[src/core/flash_ctl_cfg.svh]
// constants for the lock and power-down command interpreter
`ifndef FLASH_CTL_CFG_SVH
`define FLASH_CTL_CFG_SVH

// ============================================================
// opcodes
`define OP_GLOBAL_LOCK    8'h7E
`define OP_GLOBAL_UNLOCK  8'h98
`define OP_LOCK_QUERY_A   8'h3C
`define OP_LOCK_QUERY_B   8'h3D
`define OP_SLEEP_SELECT   8'hB9
`define OP_SLEEP_DEEPEST  8'h79
`define OP_WAKE           8'hAB
`define OP_RESET_ENABLE   8'h66
`define OP_RESET_DEVICE   8'h99
`define OP_TERMINATE      8'hF0
`define OP_PROG_PAGE      8'h02
`define OP_PROG_SEQ_A     8'hAF
`define OP_PROG_SEQ_B     8'hAD
`define OP_PROG_DUAL      8'hA2
`define OP_PROG_QUAD      8'h32
`define OP_PROG_SECURITY  8'h9B
`define OP_ERASE_4K       8'h20
`define OP_ERASE_32K      8'h52
`define OP_ERASE_64K      8'hD8
`define OP_ERASE_CHIP_A   8'h60
`define OP_ERASE_CHIP_B   8'hC7

// ============================================================
// register offsets (byte addresses)
`define REG_STATUS_THREE  8'h00
`define REG_STATUS_FOUR   8'h04
`define REG_DEVICE_STATE  8'h08

// ============================================================
// field positions
`define BIT_RESET_PIN_EN  7
`define BIT_PROTECT_SEL   2
`define BIT_POWER_DOWN    7
`define LOCK_FIELD_LSB    0
`define BLOCK_ADDR_LSB    16
`define ADDR_BYTES        2'h3
`define FIELD_BITS        4'h8

// ============================================================
// reset values
`define STATUS_THREE_RST  8'h00
`define STATUS_FOUR_RST   8'h00

// ============================================================
// timing: recovery times in ns, clock period in ns
`define CLK_PERIOD_NS     40
`define LIGHT_REC_NS      10000
`define DEEP_REC_NS       100000
`define LIGHT_REC_CYC     ((`LIGHT_REC_NS + `CLK_PERIOD_NS - 1) / `CLK_PERIOD_NS)
`define DEEP_REC_CYC      ((`DEEP_REC_NS + `CLK_PERIOD_NS - 1) / `CLK_PERIOD_NS)
`define OP_TIME_CYC       1000

`endif

[src/core/flash_ctl_pkg.sv]
// types for the lock and power-down command interpreter
package flash_ctl_pkg;

	// ============================================================
	// power state of the device
	typedef enum logic [2:0]
	{
		MODE_ACTIVE,
		MODE_LIGHT,
		MODE_DEEP,
		MODE_RECOVER
	} power_mode_e;

	// ============================================================
	// command decoder state within one chip-select frame
	typedef enum logic [1:0]
	{
		DEC_OPCODE,
		DEC_ADDR,
		DEC_SHIFT,
		DEC_DONE
	} decode_e;

	// ============================================================
	// status bundle presented on the state register
	typedef struct packed
	{
		logic       busy;
		logic       refused;
		logic       in_light;
		logic       in_deep;
		logic       recovering;
		logic [2:0] resv;
	} dev_state_s;

endpackage : flash_ctl_pkg

[src/core/flash_ctl.sv]
// lock and power-down command interpreter of a serial flash
//
// The placing of the registers and strobed register access were decided locally.
`timescale 1ns/1ps
`include "flash_ctl_cfg.svh"

module flash_ctl
	import flash_ctl_pkg::*;
#(
	parameter int BLK_W   = 6,             // block index width
	parameter int OP_CYC  = `OP_TIME_CYC   // program/erase duration
)
(
	input  wire logic       i_mclk,        // system clock
	input  wire logic       i_reset_n,     // power-on reset
	input  wire logic       i_cs_n,        // spi chip select
	input  wire logic       i_byte_valid,  // one received byte
	input  wire logic [7:0] i_byte,        // received byte value
	input  wire logic       i_bit_tick,    // serial output shift
	input  wire logic       i_jedec_reset, // jedec reset pulse
	input  wire logic       i_reset_pin,   // reset pin, active high
	input  wire logic [7:0] i_addr,        // register address
	input  wire logic [7:0] i_wdata,       // register write data
	input  wire logic       i_wr,          // register write strobe
	input  wire logic       i_rd,          // register read strobe
	output logic      [7:0] o_rdata,       // register read data
	output logic            o_so,          // serial data output
	output logic            o_so_oe,       // serial output enable
	output logic            o_busy         // operation in progress
);

	// ============================================================
	// declarations
	localparam logic [7:0] LIGHT_CYC = 8'(`LIGHT_REC_CYC);
	localparam int         CNT_W     = 16;

	logic [7:0]           status_three_q;  // reset pin en, protect sel
	logic [7:0]           status_four_q;   // power down select
	logic [2**BLK_W-1:0]  lock_q;          // one lock bit per block
	power_mode_e          mode_q;          // sleep state
	decode_e              dec_q;           // frame decoder
	logic [7:0]           opcode_q;        // opcode of this frame
	logic [1:0]           addr_cnt_q;      // address bytes seen
	logic [23:0]          addr_q;          // collected address
	logic [7:0]           shift_q;         // lock field shifter
	logic [3:0]           bit_cnt_q;       // bits left to shift
	logic                 rst_en_q;        // 66h armed
	logic [CNT_W-1:0]     op_cnt_q;        // operation timer
	logic [CNT_W-1:0]     rec_cnt_q;       // recovery timer
	logic                 refused_q;       // last program/erase refused
	logic                 so_q;
	logic                 so_oe_q;
	logic [7:0]           rdata_q;

	logic                 op_byte;         // opcode byte arrives
	logic                 addr_done;       // last address byte arrives
	logic                 is_query;
	logic                 is_prog_erase;
	logic                 is_chip_erase;
	logic                 sw_reset;
	logic                 pin_reset;
	logic                 dev_reset;       // any device reset
	logic                 deep_wake;       // ABh from deepest sleep
	logic                 accept;          // opcode is honoured
	logic                 protect_on;
	logic [23:0]          full_addr;       // address incl. last byte
	logic [BLK_W-1:0]     blk;
	logic                 blk_locked;
	logic                 chip_locked;
	dev_state_s           state;

	// ============================================================
	// opcode classification
	always_comb
	begin
		is_query      = (i_byte == `OP_LOCK_QUERY_A) ||
		                (i_byte == `OP_LOCK_QUERY_B);
		is_chip_erase = (i_byte == `OP_ERASE_CHIP_A) ||
		                (i_byte == `OP_ERASE_CHIP_B);
		is_prog_erase = (i_byte == `OP_PROG_PAGE) ||
		                (i_byte == `OP_PROG_SEQ_A) ||
		                (i_byte == `OP_PROG_SEQ_B) ||
		                (i_byte == `OP_PROG_DUAL) ||
		                (i_byte == `OP_PROG_QUAD) ||
		                (i_byte == `OP_PROG_SECURITY) ||
		                (i_byte == `OP_ERASE_4K) ||
		                (i_byte == `OP_ERASE_32K) ||
		                (i_byte == `OP_ERASE_64K);
	end

	// ============================================================
	// acceptance: sleep and busy filter what the decoder honours
	always_comb
	begin
		op_byte = i_byte_valid && !i_cs_n && (dec_q == DEC_OPCODE);
		unique case (mode_q)
			MODE_ACTIVE:  accept = o_busy ?
			                (i_byte == `OP_TERMINATE ||
			                 i_byte == `OP_RESET_ENABLE ||
			                 i_byte == `OP_RESET_DEVICE) : 1'b1;
			MODE_LIGHT:   accept = (i_byte == `OP_WAKE) ||
			                (i_byte == `OP_RESET_ENABLE) ||
			                (i_byte == `OP_RESET_DEVICE);
			MODE_DEEP:    accept = (i_byte == `OP_WAKE);
			// host must wait out recovery, nothing is taken meanwhile
			MODE_RECOVER: accept = 1'b0;
			default:      accept = 1'b0;
		endcase
	end

	// ============================================================
	// reset sources; the pin only counts when software enabled it
	always_comb
	begin
		pin_reset = i_reset_pin &&
		            status_three_q[`BIT_RESET_PIN_EN];
		sw_reset  = op_byte && accept && rst_en_q &&
		            (i_byte == `OP_RESET_DEVICE);
		deep_wake = op_byte && accept && (mode_q == MODE_DEEP) &&
		            (i_byte == `OP_WAKE);
		// all of these abort a running operation and reset state
		dev_reset = i_jedec_reset || pin_reset || sw_reset ||
		            deep_wake;
		addr_done = i_byte_valid && !i_cs_n && (dec_q == DEC_ADDR) &&
		            (addr_cnt_q == 2'(`ADDR_BYTES - 2'h1));
	end

	// ============================================================
	// protection lookup for the addressed block
	always_comb
	begin
		protect_on  = status_three_q[`BIT_PROTECT_SEL];
		full_addr   = {addr_q[15:0], i_byte};
		blk         = full_addr[`BLOCK_ADDR_LSB +: BLK_W];
		blk_locked  = protect_on && lock_q[blk];
		chip_locked = protect_on && (|lock_q);
		state       = '{busy:       o_busy,
		                refused:    refused_q,
		                in_light:   (mode_q == MODE_LIGHT),
		                in_deep:    (mode_q == MODE_DEEP),
		                recovering: (mode_q == MODE_RECOVER),
		                resv:       3'h0};
	end

	// ============================================================
	// frame decoder; chip select high always restarts it
	always_ff @(posedge i_mclk)
	begin
		if (!i_reset_n || dev_reset || i_cs_n)
		begin
			dec_q      <= DEC_OPCODE;
			opcode_q   <= 8'h00;
			addr_cnt_q <= 2'h0;
			addr_q     <= 24'h00_0000;
		end
		else if (i_byte_valid)
		begin
			unique case (dec_q)
				DEC_OPCODE:
				begin
					opcode_q <= i_byte;
					// address phase only for commands actually honoured
					dec_q    <= (accept && mode_q == MODE_ACTIVE &&
					             (is_query || is_prog_erase)) ?
					            DEC_ADDR : DEC_DONE;
				end
				DEC_ADDR:
				begin
					addr_q     <= {addr_q[15:0], i_byte};
					addr_cnt_q <= addr_cnt_q + 2'h1;
					if (addr_done)
						dec_q <= (opcode_q == `OP_LOCK_QUERY_A ||
						          opcode_q == `OP_LOCK_QUERY_B) ?
						         DEC_SHIFT : DEC_DONE;
				end
				DEC_SHIFT: dec_q <= DEC_SHIFT;
				DEC_DONE:  dec_q <= DEC_DONE;
			endcase
		end
	end

	// ============================================================
	// serial output of the lock field, msb first
	always_ff @(posedge i_mclk)
	begin
		if (!i_reset_n || dev_reset || i_cs_n)
		begin
			shift_q   <= 8'h00;
			bit_cnt_q <= 4'h0;
			so_q      <= 1'b0;
			so_oe_q   <= 1'b0;
		end
		else if (addr_done && (opcode_q == `OP_LOCK_QUERY_A ||
		                       opcode_q == `OP_LOCK_QUERY_B))
		begin
			// field holds the effective lock in its lsb
			shift_q   <= {7'h00, blk_locked};
			bit_cnt_q <= `FIELD_BITS;
			so_oe_q   <= 1'b1;
		end
		else if (i_bit_tick && bit_cnt_q != 4'h0)
		begin
			so_q      <= shift_q[7];
			shift_q   <= {shift_q[6:0], 1'b0};
			bit_cnt_q <= bit_cnt_q - 4'h1;
		end
	end

	// ============================================================
	// power mode; a chip select rise alone changes nothing here
	always_ff @(posedge i_mclk)
	begin
		if (!i_reset_n)
		begin
			mode_q    <= MODE_ACTIVE;
			rec_cnt_q <= '0;
		end
		else if (deep_wake)
		begin
			mode_q    <= MODE_RECOVER;
			rec_cnt_q <= CNT_W'(`DEEP_REC_CYC);
		end
		else if (i_jedec_reset || pin_reset || sw_reset)
		begin
			mode_q    <= MODE_ACTIVE;
			rec_cnt_q <= '0;
		end
		else if (mode_q == MODE_RECOVER)
		begin
			if (rec_cnt_q <= CNT_W'(1))
				mode_q <= MODE_ACTIVE;
			rec_cnt_q <= rec_cnt_q - CNT_W'(1);
		end
		else if (op_byte && accept)
		begin
			if (mode_q == MODE_ACTIVE && !o_busy &&
			    i_byte == `OP_SLEEP_SELECT)
				mode_q <= status_four_q[`BIT_POWER_DOWN] ?
				          MODE_LIGHT : MODE_DEEP;
			else if (mode_q == MODE_ACTIVE && !o_busy &&
			         i_byte == `OP_SLEEP_DEEPEST)
				mode_q <= MODE_DEEP;
			else if (mode_q == MODE_LIGHT && i_byte == `OP_WAKE)
			begin
				// wake keeps contents, only a short recovery
				mode_q    <= MODE_RECOVER;
				rec_cnt_q <= CNT_W'(LIGHT_CYC);
			end
		end
	end

	// ============================================================
	// software reset arming: only the next accepted opcode may fire it
	always_ff @(posedge i_mclk)
	begin
		if (!i_reset_n || dev_reset)
			rst_en_q <= 1'b0;
		else if (op_byte && accept)
			rst_en_q <= (i_byte == `OP_RESET_ENABLE);
	end

	// ============================================================
	// block locks; default all set, effective only with select bit
	always_ff @(posedge i_mclk)
	begin
		if (!i_reset_n || dev_reset)
			lock_q <= '1;
		else if (op_byte && accept && mode_q == MODE_ACTIVE && !o_busy)
		begin
			if (i_byte == `OP_GLOBAL_LOCK)
				lock_q <= '1;
			else if (i_byte == `OP_GLOBAL_UNLOCK)
				lock_q <= '0;
		end
	end

	// ============================================================
	// program/erase timer: resets abort, terminate just halts
	always_ff @(posedge i_mclk)
	begin
		if (!i_reset_n || dev_reset)
		begin
			op_cnt_q  <= '0;
			refused_q <= 1'b0;
		end
		else if (op_byte && accept && o_busy &&
		         i_byte == `OP_TERMINATE)
			op_cnt_q <= '0;
		else if (op_byte && accept && !o_busy && is_chip_erase &&
		         mode_q == MODE_ACTIVE)
		begin
			refused_q <= chip_locked;
			op_cnt_q  <= chip_locked ? '0 : CNT_W'(OP_CYC);
		end
		else if (addr_done && opcode_q != `OP_LOCK_QUERY_A &&
		         opcode_q != `OP_LOCK_QUERY_B)
		begin
			refused_q <= blk_locked;
			op_cnt_q  <= blk_locked ? '0 : CNT_W'(OP_CYC);
		end
		else if (op_cnt_q != '0)
			op_cnt_q <= op_cnt_q - CNT_W'(1);
	end

	// ============================================================
	// register port: status bits survive device resets
	always_ff @(posedge i_mclk)
	begin
		if (!i_reset_n)
		begin
			status_three_q <= `STATUS_THREE_RST;
			status_four_q  <= `STATUS_FOUR_RST;
		end
		else if (i_wr && i_addr == `REG_STATUS_THREE)
			status_three_q <= i_wdata;
		else if (i_wr && i_addr == `REG_STATUS_FOUR)
			status_four_q  <= i_wdata;
	end

	// read data valid the cycle after the strobe, zero otherwise
	always_ff @(posedge i_mclk)
	begin
		if (!i_reset_n || !i_rd)
			rdata_q <= 8'h00;
		else
		begin
			unique case (i_addr)
				`REG_STATUS_THREE: rdata_q <= status_three_q;
				`REG_STATUS_FOUR:  rdata_q <= status_four_q;
				`REG_DEVICE_STATE: rdata_q <= state;
				default:           rdata_q <= 8'h00;
			endcase
		end
	end

	// busy as a flop so the output comes straight from a register
	logic busy_q;
	always_ff @(posedge i_mclk)
	begin
		if (!i_reset_n)
			busy_q <= 1'b0;
		else
			busy_q <= (op_cnt_q != '0);
	end

	assign o_busy  = busy_q;
	assign o_rdata = rdata_q;
	assign o_so    = so_q;
	assign o_so_oe = so_oe_q;

endmodule : flash_ctl

[config.mk]
export PLATFORM = sky130hd
export DESIGN_NAME = flash_ctl
export DESIGN_NICKNAME = d
export VERILOG_FILES = /design/src/core/flash_ctl_pkg.sv /design/src/core/flash_ctl.sv
export VERILOG_INCLUDE_DIRS = /design/src /design/src/core
export SDC_FILE = /design/constraint.sdc
export NUM_CORES = 1
export LEC_CHECK = 0
export BUFFER_PORTS_ARGS = -buffer_cell sky130_fd_sc_hd__buf_2
export CAP_MARGIN = 5
export CORE_MARGIN = 2
export CORE_UTILIZATION = 45
export CTS_CLUSTER_SIZE = 14
export DETAILED_ROUTE_END_ITERATION = 10
export PLACE_DENSITY = 0.68
export SYNTH_ARGS = -nofsm -noshare
export SYNTH_HDL_FRONTEND = slang
export SYNTH_SLANG_ARGS = --single-unit
[constraint.sdc]
create_clock -name i_mclk -period 2.82 [get_ports i_mclk]
set_clock_uncertainty 0.05 [all_clocks]
set_input_delay 0 -clock i_mclk [delete_from_list [all_inputs] [get_ports i_mclk]]
set_output_delay 0 -clock i_mclk [all_outputs]
set_load 0.01 [all_outputs]
# Word-level counts from Yosys, hierarchy flattened
# Cells that the tools add are included.
[op_classes]
add_sub_neg = 4
magnitude_cmp = 2
eq_ne = 41
n_mux = 38
bitwise_logic = 4
n_reduce_logical = 87
[op_table]
columns = ["operator", "count"]
rows = [
  ["16-bit 2-to-1 mux", 8],
  ["64-bit 2-to-1 mux", 2],
  ["8-bit == test (second input constant)", 11],
  ["64-bit OR reduction", 1],
  ["8-bit by 6-bit == test with 1-bit output (second input constant)", 6],
  ["8-bit by 7-bit == test with 1-bit output (second input constant)", 5],
  ["16-bit by 1-bit subtractor with 16-bit output (second input constant)", 2],
  ["1-bit logical AND", 31],
  ["12-bit 2-to-1 mux", 2],
  ["8-bit case mux with 3 select lines", 1],
  ["1-bit logical OR", 22],
  ["10-bit 2-to-1 mux", 2],
  ["3-bit 2-to-1 mux", 6],
  ["16-bit by 1-bit <= comparator with 1-bit output (second input constant)", 1],
  ["8-bit by 6-bit != test with 1-bit output (second input constant)", 2],
  ["16-bit nonzero test", 1],
  ["4-bit nonzero test", 4],
  ["2-bit AND reduction", 7],
  ["2-bit 2-to-1 mux", 5],
  ["2-bit nonzero test", 5],
  ["8-bit by 2-bit == test with 1-bit output (second input constant)", 1],
  ["8-bit by 3-bit == test with 1-bit output (second input constant)", 1],
  ["8-bit by 4-bit == test with 1-bit output (second input constant)", 1],
  ["8-bit logical NOT", 1],
  ["other kinds (26)", 48],
]
[totals]
register_bits = 166
input_bits = 33

# Longest topological paths before layout
# Gate-level depths: netlist of run 1.
[depth]
ltp_word = 13
depth_mapped = 9

# Worst setup path before layout of run 1
# Ideal clock, no wire load.
[synth_path]
path_type = "register to register"
from = "register dec_q[0]"
to = "register bit_cnt_q[1]"
setup_ns = 0.134
arrival_time_ns = 1.952
t_required_ns = 2.636
path_slack_ns = 0.684
stages_incl_launch_ff = 9
path_buffers = 2
period_less_slack_ns = 2.136
path_cell_list = "dfxtp_1 or4b_1 nor4_4 nand3b_1 or3_1 clkbuf_1 nand2b_1 buf_2 a211oi_1"
[synth_via]
elab_chain_len = 10
[synth_lines]
columns = ["element", "line_no", "rtl"]
rows = [
  ["start: declaration", "flash_ctl.sv:41", "decode_e dec_q;"],
  ["start signal: assignment", "flash_ctl.sv:163", "dec_q <= (accept && mode_q == MODE_ACTIVE &&"],
  ["start signal: assignment", "flash_ctl.sv:172", "dec_q <= (opcode_q == `OP_LOCK_QUERY_A ||"],
  ["2-bit logical NOT", "flash_ctl.sv:95", "op_byte = i_byte_valid && !i_cs_n && (dec_q == DEC_OPCODE);"],
  ["1-bit logical AND", "flash_ctl.sv:95", ""],
  ["1-bit logical AND", "flash_ctl.sv:117, flash_ctl.sv:119", ""],
  ["1-bit logical AND (2 in series)", "flash_ctl.sv:117", "sw_reset = op_byte && accept && rst_en_q &&"],
  ["1-bit logical OR (2 in series)", "flash_ctl.sv:122", "dev_reset = i_jedec_reset || pin_reset || sw_reset ||"],
  ["1-bit logical OR (2 in series)", "flash_ctl.sv:186", "if (!i_reset_n || dev_reset || i_cs_n)"],
  ["2-bit OR reduction (no source line) *", "n/a", ""],
  ["end signal: assignment", "flash_ctl.sv:198", "bit_cnt_q <= `FIELD_BITS;"],
  ["end signal: assignment", "flash_ctl.sv:205", "bit_cnt_q <= bit_cnt_q - 4'h1;"],
  ["end: declaration", "flash_ctl.sv:46", "logic [3:0] bit_cnt_q;"],
]
# Mark *: on every way between the ends. The rest lies on a longest branch, timed or not.
# A chain may end at the register's enable or synchronous reset.

# Final worst setup path of run 1
[layout_path]
from = "input i_byte[4]"
to = "register rec_cnt_q[11]"
[layout_via]
elab_chain_len = 11
[layout_lines]
columns = ["element", "line_no", "rtl"]
rows = [
  ["start: declaration", "flash_ctl.sv:18", "input wire logic [7:0] i_byte,"],
  ["8-bit == test (no source line) or 8-bit by 7-bit == test with 1-bit output (tied branches)", "n/a", ""],
  ["1-bit logical OR (no source line) (2 in series)", "n/a", ""],
  ["1-bit 2-to-1 mux", "flash_ctl.sv:97", "MODE_ACTIVE: accept = o_busy ?"],
  ["1-bit case mux with 3 select lines", "flash_ctl.sv:96", "unique case (mode_q)"],
  ["1-bit logical AND", "flash_ctl.sv:117, flash_ctl.sv:119, flash_ctl.sv:234", ""],
  ["1-bit logical AND (2 in series)", "flash_ctl.sv:117", ""],
  ["1-bit logical OR", "flash_ctl.sv:223", "else if (i_jedec_reset || pin_reset || sw_reset)"],
  ["4-bit != test (no source line), or another cell as far along", "n/a", ""],
  ["4-bit AND reduction (no source line) or 12-bit 2-to-1 mux (tied branches)", "n/a", ""],
  ["end signal: assignment", "flash_ctl.sv:221", "rec_cnt_q <= CNT_W'(`DEEP_REC_CYC);"],
  ["end signal: assignment", "flash_ctl.sv:232", "rec_cnt_q <= rec_cnt_q - CNT_W'(1);"],
  ["end signal: assignment", "flash_ctl.sv:247", "rec_cnt_q <= CNT_W'(LIGHT_CYC);"],
  ["end: declaration", "flash_ctl.sv:49", "logic [CNT_W-1:0] rec_cnt_q;"],
]
# Several ways; a longest one is shown, not always the timed one.

==> impl_metrics.env, run 1 <==
export IMPL_status="completed"
export IMPL_coreArea_mm2=0.00933
export IMPL_p_per_area_mw_per_mm2=652
export IMPL_antenna_left=0
export IMPL_setup_tns_ns=0
export IMPL_crit_chain="dlygate4sd3_1 -> buf_2 -> nand4bb_1 -> o31ai_1 -> nand2_1 -> o311ai_4 -> a21boi_1 -> o31a_1"
export IMPL_die_y_um=102
export IMPL_ys_top_cells_by_count="87 x dfxtp_1, 70 x nor2_1, 48 x nand2_1, 36 x mux2i_1, 28 x a21oi_1"
export IMPL_wl_per_cell_um=13.5
export IMPL_fmax_ghz=0.407
export IMPL_postSynthCellCount=510
export IMPL_hp_class="input pin to flop"
export IMPL_fin_crit_ns=2.46
export IMPL_num_rows=35
export IMPL_arrival_ns=2.66
export IMPL_crit_buf_inv=2
export IMPL_slew_headroom=0.645
export IMPL_yosysMostFrequentCell="dfxtp_1"
export IMPL_die_area_mm2=0.0105
export IMPL_synth_async_reset_ratio=0
export IMPL_r2r_start="dec_q[0]"
export IMPL_grt_pass1_vias=3552
export IMPL_drt_total_wl_um=9340
export IMPL_drt_iter0_drc=140
export IMPL_syn_num_nets=548
export IMPL_grt_pass1_wl_um=16000
export IMPL_cts_tree="yes"
export IMPL_startpoint_type="input pin"
export IMPL_clock_root_buffer="clkbuf_8"
export IMPL_clk_pin_slew_ns=0.09
export IMPL_worst_pin_slew_ns=0.528
export IMPL_gr_total_overflow=0
export IMPL_maxCapViolations=0
export IMPL_setup_viol=0
export IMPL_drive_above_1_share=0.131
export IMPL_clock_sinks=87
export IMPL_cp_data_required_time_ns=3.02
export IMPL_synth_edf_count=0
export IMPL_crit_type="input pin to flop"
export IMPL_hpwlAfterDp_um=6650
export IMPL_rsz0062_at_grt="false"
export IMPL_antenna_found_initial=0
export IMPL_firstDrtPassIters=5
export IMPL_drt_drc_violations_left=0
export IMPL_netlist_area_mm2=0.00435
export IMPL_hold_viol_final=0
export IMPL_hold_buffers=18
export IMPL_synth_warnings=0
export IMPL_start_util=0.466
export IMPL_htreeDepth=3
export IMPL_diodes=0
export IMPL_track_usage=0.192
export IMPL_ys_seq_area_frac=0.401
export IMPL_finalMaxSlewViolations=0
export IMPL_rrSetupSlack_ns=0.50
export IMPL_port_buffers=43
export IMPL_synth_top_area_share=0.401
export IMPL_rr_endpoint="bit_cnt_q[2]"
export IMPL_yosysUniqueCellTypes=55
export IMPL_cts_buffers=9
export IMPL_gp_congestion=0.841
export IMPL_path_delay_family="compound AO/OA/AOI/OAI gates"
export IMPL_fin_nets=598
export IMPL_grt_max_degree=28
export IMPL_end_kind="flop"
export IMPL_vdd_drop_max_mv=0.326
export IMPL_min_from="i_byte[6]"
export IMPL_crit_path_max_fanout=10
export IMPL_clock_latency_ns=0.36
export IMPL_pin_count=44
export IMPL_synthTopCellsByArea="dfxtp_1 40%, mux2i_1 8.3%, nor2_1 6.0%"
export IMPL_cts_setup_buffers=0
export IMPL_synth_main_ff_cell="dfxtp_1"
export IMPL_finalPower_uw=3260
export IMPL_ctsResizeCount=0
export IMPL_via_per_inst=5.38
export IMPL_cts_buffer_depth=2
export IMPL_worstHoldEndpoint="opcode_q[6]"
export IMPL_vias=3731
export IMPL_reg2reg_depth=6
export IMPL_ys_seq_elements=87
export IMPL_worstHoldPathCells=3
export IMPL_synth_area_leader_cell="dfxtp_1"
export IMPL_cpPeakStageDelay_ns=0.52
export IMPL_p_leak_uw=0.00193
export IMPL_syn2layout_area_growth_pct=14.9
export IMPL_die_w_um=102
export IMPL_syn_avg_cell_area_um2=8.52
export IMPL_crit_slowest_cell="dlygate4sd3_1"
export IMPL_finalCritPeriodShare=0.872
-- through the flow --
stage / instances / cell area (µm²) / utilization / hold WS [ns] / worst slack (ns)
floorplan: 510 / 4350 / - / 0.116 / 0.684
global placement: 660 / 4640 / 0.498 / 0.223 / 0.540
detailed placement: 660 / 4640 / 0.498 / 0.238 / 0.483
CTS: 694 / 4990 / 0.535 / 0.00393 / 0.380
global route: 694 / 4990 / 0.535 / 0.0437 / 0.165
finish: 694 / 4990 / 0.535 / 0.0237 / 0.362
-- cells in the final DEF (no fill, tap or decap), types with 3 or more instances in the layout --
cell and count:
dfxtp_1 87, nor2_1 70, nand2_1 48, buf_2 43
mux2i_1 36, a21oi_1 28, nor2b_1 20, dlygate4sd3_1 18
nor3_1 17, xor2_1 13, xnor2_1 13, nand3_1 12
inv_1 12, nand2b_1 11, nor4_1 10, and2_1 9
clkbuf_8 9, o21ai_0 8, o22ai_1 7, a211oi_1 6
or3_1 6, or4_1 6, o21a_1 6, ha_1 5
buf_4 5, and3_1 4, o31ai_1 3, a31oi_1 3
nand3b_1 3, nand4_1 3, a21boi_1 3, o31a_1 3
clkinvlp_4 3
-- how the worst max path moves through the flow --
stage	from	end	slack, ns	depth (start not counted)
floorplan	dec_q[0]	bit_cnt_q[1]	0.68	8
global placement	dec_q[0]	bit_cnt_q[2]	0.54	6
detailed placement	dec_q[0]	bit_cnt_q[2]	0.48	6
CTS	i_byte[4]	op_cnt_q[15]	0.38	8
global route	i_byte[4]	op_cnt_q[13]	0.16	8
finish	i_byte[4]	rec_cnt_q[11]	0.36	8
-- sequential cells by signal, summed over array words and instances, names as in the netlist --
| register | cells |
|---|---|
| shift_q | 8 |
| status_four_q | 8 |
| bit_cnt_q | 4 |
| status_three_q | 8 |
| dec_q | 2 |
| lock_q | 1 |
| mode_q | 2 |
| rst_en_q | 1 |
| op_cnt_q | 16 |
| o_rdata | 8 |
| rec_cnt_q | 16 |
| o_so | 1 |
| o_so_oe | 1 |
| refused_q | 1 |
| addr_cnt_q | 2 |
| o_busy | 1 |
| opcode_q | 7 |
-- metal layers --
layer  track usage  share of wire
met4        0.0574          0.012
met5             0              0
met1         0.246           0.48
met3        0.0479          0.038
met2         0.322           0.47
-- worst register-to-register path, delay by kind of cell, from the launching register on --
kind	cells	cell delay, ns
flip-flops	1	0.36
AND/OR/NAND/NOR	6	1.81
-- power by group --
part           leakage [µW]  switching [µW]  total (µW)  internal (µW)
sequential         0.000704             102        1420           1320
clock             0.0000789             449         772            323
combinational       0.00115             602        1060            463
-- area by class of cell --
class / count / area (µm²)
multi-input cells: 384 / 2440
repair buffers: 66 / 433
inverters: 12 / 45.0
clock buffers: 10 / 128
well taps: 129 / 161
fillers: 861 / 4330
flip-flops and latches: 87 / 1740
clock inverters: 6 / 45.0
-- kinds of logic after synthesis --
family	synth area share
buffers and inverters	0.0377
and+or+nand+nor	0.280
DFF	0.401
adders and majority gates	0.0144
muxes	0.0855
xor gates and xnor gates	0.0524
AOI/OAI and AO/OA	0.129
Note: power is estimated with default switching activity, not from simulation.
==> inputs of run 2 (changes only) <==
CAP_MARGIN = 0   (was 5)
clock period = 2.7 ns   (was 2.82 ns; I/O delays follow)
==> impl_metrics.env, run 2 (same netlist as run 1, synthesis figures left out) <==
export IMPL_status="completed"
export IMPL_largestRegisters="op_cnt_q: 16 flops, rec_cnt_q: 16 flops"
export IMPL_pin_count=44
export IMPL_cts_buffers=9
export IMPL_clock_latency_ns=0.35
export IMPL_met1_length_um=4550
export IMPL_crit_chain="dlygate4sd3_1 -> buf_2 -> or4_4 -> o311ai_4 -> a211oi_2 -> nor3_1 -> or3b_1 -> nor2_1"
export IMPL_clk_pin_slew_ns=0.08
export IMPL_drt_total_wl_um=9520
export IMPL_clock_sinks=87
export IMPL_p_per_area_mw_per_mm2=723
export IMPL_maxCapViolations=0
export IMPL_syn2layout_area_growth_pct=16.2
export IMPL_finalCritPeriodShare=0.884
export IMPL_grt_pass1_vias=3572
export IMPL_layout_common_cells="87 x dfxtp_1, 70 x nor2_1, 48 x nand2_1, 43 x buf_2, 36 x mux2i_1"
export IMPL_antenna_left=0
export IMPL_rsz0062_at_grt="false"
export IMPL_port_buffers=43
export IMPL_antenna_found_initial=0
export IMPL_cpPeakStageDelay_ns=0.57
export IMPL_layout_commonest_cell="dfxtp_1"
export IMPL_drive_above_1_share=0.133
export IMPL_drt_drc_violations_left=0
export IMPL_wl_met3_um=438
export IMPL_clock_root_buffer="clkbuf_8"
export IMPL_p_leak_uw=0.00196
export IMPL_ctsResizeCount=0
export IMPL_worstHoldPathCells=3
export IMPL_vias=3722
export IMPL_die_area_mm2=0.0105
export IMPL_final_core_util=0.542
export IMPL_htreeDepth=3
export IMPL_grt_pass1_wl_um=16100
export IMPL_crit_path_max_fanout=11
export IMPL_die_w_um=102
export IMPL_via_per_inst=5.36
export IMPL_gp_congestion=0.838
export IMPL_cp_data_required_time_ns=2.88
export IMPL_hp_class="input pin to flop"
export IMPL_fin_nets=598
export IMPL_setup_tns_ns=0
export IMPL_grt_max_degree=28
export IMPL_vdd_drop_max_mv=0.317
export IMPL_startpoint_type="input pin"
export IMPL_slew_headroom=0.645
export IMPL_num_rows=35
export IMPL_die_y_um=102
export IMPL_wl_per_cell_um=13.7
export IMPL_fin_crit_ns=2.39
export IMPL_topRoutingLayerUsed="met4"
export IMPL_cts_tree="yes"
export IMPL_worst_pin_slew_ns=0.528
export IMPL_coreArea_mm2=0.00933
export IMPL_met2_length_um=4450
export IMPL_crit_slowest_cell="or4_4"
export IMPL_finalMaxSlewViolations=0
export IMPL_track_usage=0.193
export IMPL_drt_iter0_drc=149
export IMPL_gr_total_overflow=0
export IMPL_diodes=0
export IMPL_end_kind="flop"
export IMPL_start_util=0.466
export IMPL_cts_buffer_depth=2
export IMPL_hpwlAfterDp_um=6740
export IMPL_arrival_ns=2.57
export IMPL_setup_viol=0
export IMPL_hold_viol_final=0
export IMPL_fmax_ghz=0.419
export IMPL_firstDrtPassIters=4
export IMPL_num_fill_cells=873
export IMPL_crit_type="input pin to flop"
export IMPL_reg2reg_depth=6
-- run 2: cell types whose count changed in the layout (fill, tap and decap cells not counted), sizes merged --
cell,before,now
clkinvlp,3,1
buf,48,49
clkbuf,10,12
clkinv,2,0
dlygate4sd3,18,17
bufinv,0,2
-- run 2: where the power goes --
group	leakage [µW]	switching [µW]	internal [µW]
Sequential	0.000704	105	1380
Clock	0.000113	472	576
Combinational	0.00115	638	483
-- run 2: cell type report --
cell class | count | area, µm² | area share
inverters | 12 | 45.0 | 0.00892
repair buffers | 66 | 430 | 0.0852
flip-flops and latches | 87 | 1740 | 0.345
well taps | 129 | 161 | 0.0320
multi-input cells | 384 | 2440 | 0.483
clock buffers | 12 | 155 | 0.0307
clock inverters | 4 | 76.3 | 0.0151
-- run 2: timing repair --
item / CTS / global route
hold endpoints to repair: 28 / 0
setup endpoints to repair: 0 / 0
hold buffers: 17 / 0
buffers inserted: 0 / 0
-- run 2: per-stage QoR --
stage	std cells	area [µm²]	total power (µW)	setup slack [ns]	hold WS (ns)
after detailed placement	661	4650	2610	0.390	0.237
after CTS	694	5050	3690	0.321	0.00793
after global placement	661	4650	2580	0.430	0.223
after global routing	694	5050	3920	0.0875	0.0617
final	694	5050	3650	0.312	0.0313
after floorplan	510	4350	2380	0.564	0.116
-- run 2: path summary, 6_finish.rpt --
path	from	to	slack (ns)
worst max-delay path	i_byte[1]	op_cnt_q[10]	0.31
worst min-delay path	i_byte[6]	opcode_q[6]	0.03
worst max register to register	dec_q[0]	bit_cnt_q[2]	0.38
worst min register to register	o_so_oe	o_so_oe	0.40
-- run 2: worst max-delay path: cells and delay by family --
kind	cells	cell delay (ns)
simple gates	4	1.38
compound gates	2	0.48
buf+inv	2	0.71
-- run 2: metal layers --
layer,global-route usage,vias up
li1,-,1891
met1,0.246,1733
met2,0.326,91
met3,0.0397,7
met4,0.0636,0
met5,0,-
==> inputs of run 3 (changes only) <==
CORE_MARGIN = 4   (was 2)
GPL_TIMING_DRIVEN = 0   (was unset)
==> impl_metrics.env, run 3 (same netlist as run 1, synthesis figures left out) <==
export IMPL_grt_pass1_vias=3558
export IMPL_vias=3698
export IMPL_ctsResizeCount=0
export IMPL_multi_input_area_mm2=0.00244
export IMPL_layout_common_cells="87 x dfxtp_1, 70 x nor2_1, 48 x nand2_1, 47 x buf_2, 36 x mux2i_1"
export IMPL_fin_nets=610
export IMPL_wl_per_cell_um=13.4
export IMPL_num_rows=35
export IMPL_drt_total_wl_um=9440
export IMPL_drt_iter0_drc=182
export IMPL_crit_chain="or4b_1 -> nor4_4 -> nand3b_1 -> or3_1 -> clkbuf_1 -> nand2b_1 -> buf_2 -> a211oi_1"
export IMPL_gr_total_overflow=0
export IMPL_cts_setup_buffers=0
export IMPL_crit_buf_inv=2
export IMPL_hold_buffers=12
export IMPL_diodes=0
export IMPL_hpwlAfterDp_um=6930
export IMPL_end_kind="flop"
export IMPL_worst_pin_slew_ns=0.655
export IMPL_track_usage=0.176
export IMPL_crit_type="flop to flop"
export IMPL_p_leak_uw=0.00195
export IMPL_hp_class="input pin to flop"
export IMPL_start_util=0.466
export IMPL_setup_tns_ns=0
export IMPL_num_fill_cells=880
export IMPL_fin_crit_ns=2.50
export IMPL_port_buffers=39
export IMPL_cts_buffer_depth=2
export IMPL_htreeDepth=3
export IMPL_startpoint_type="flop"
export IMPL_syn2layout_area_growth_pct=16.4
export IMPL_antenna_found_initial=0
export IMPL_via_per_inst=5.24
export IMPL_crit_slowest_cell="or4b_1"
export IMPL_drive_above_1_share=0.130
export IMPL_vdd_drop_max_mv=0.321
export IMPL_finalMaxSlewViolations=0
export IMPL_die_area_mm2=0.0113
export IMPL_holdWs_ns=0.0304
export IMPL_clock_latency_ns=0.36
export IMPL_pin_count=44
export IMPL_drt_drc_violations_left=0
export IMPL_status="completed"
export IMPL_coreArea_mm2=0.00933
export IMPL_layout_commonest_cell="dfxtp_1"
export IMPL_arrival_ns=2.70
export IMPL_setup_viol=0
export IMPL_antenna_left=0
export IMPL_fmax_ghz=0.399
export IMPL_die_w_um=106
export IMPL_cts_tree="yes"
export IMPL_clock_root_buffer="clkbuf_8"
export IMPL_crit_path_max_fanout=10
export IMPL_clock_sinks=87
export IMPL_cts_buffers=9
export IMPL_cpPeakStageDelay_ns=0.64
export IMPL_gp_congestion=0.799
export IMPL_grt_pass1_wl_um=16400
export IMPL_cp_data_required_time_ns=2.90
export IMPL_seqCellArea_mm2=0.00174
export IMPL_grt_max_degree=18
export IMPL_finalCritPeriodShare=0.928
export IMPL_rsz0062_at_grt="false"
export IMPL_slew_headroom=0.564
export IMPL_maxCapViolations=0
export IMPL_firstDrtPassIters=4
export IMPL_clk_pin_slew_ns=0.10
export IMPL_path_delay_family="simple AND/OR/NAND/NOR gates"
export IMPL_largestRegisters="op_cnt_q: 16 flops, rec_cnt_q: 16 flops"
export IMPL_die_y_um=106
export IMPL_p_per_area_mw_per_mm2=722
export IMPL_hold_viol_final=0
-- run 3: worst paths after layout --
| kind | startpoint | end | slack [ns] | cells past startpoint |
|---|---|---|---|---|
| max | dec_q[0] | bit_cnt_q[1] | 0.20 | 8 |
| min | i_reset_n | mode_q[1] | 0.03 | 3 |
| max reg2reg | dec_q[0] | bit_cnt_q[1] | 0.20 | 8 |
| min reg2reg | o_so_oe | o_so_oe | 0.40 | 2 |
-- run 3: per-stage QoR --
stage,setup WS [ns],power (µW),utilization,cells,instance area (µm²)
floorplan,0.564,2380,-,510,4350
global placement,0.209,2570,0.504,678,4700
detailed placement,0.204,2600,0.504,678,4700
CTS,0.176,3680,0.542,706,5060
global route,0.0176,3910,0.542,706,5060
finish,0.195,3650,0.542,706,5060
-- run 3: power by group --
part	switching (µW)	total, µW	internal, µW
combinational	629	1110	482
clock	525	1070	542
sequential	98.0	1480	1380
-- run 3: cell type report --
type / count / area share
Tap cell: 129 / 0.0319
Sequential cell: 87 / 0.344
Clock inverter: 7 / 0.0223
Multi-Input combinational cell: 384 / 0.482
Timing Repair Buffer: 51 / 0.0623
Inverter: 12 / 0.00890
Clock buffer: 9 / 0.0245
Buffer: 27 / 0.0235
-- run 3: routing by layer --
metal  global-route usage  vias up  share of wire
li1                     -     1919              -
met1                0.241     1697           0.50
met2                0.281       72           0.44
met3               0.0328       10          0.043
met4               0.0527        0          0.012
met5                    0        -              0
-- run 3: worst min-delay path, delay by kind of cell --
kind	cells	cell delay, ns
buf+inv	1	0.21
mux	1	0.06
simple gates	1	0.12
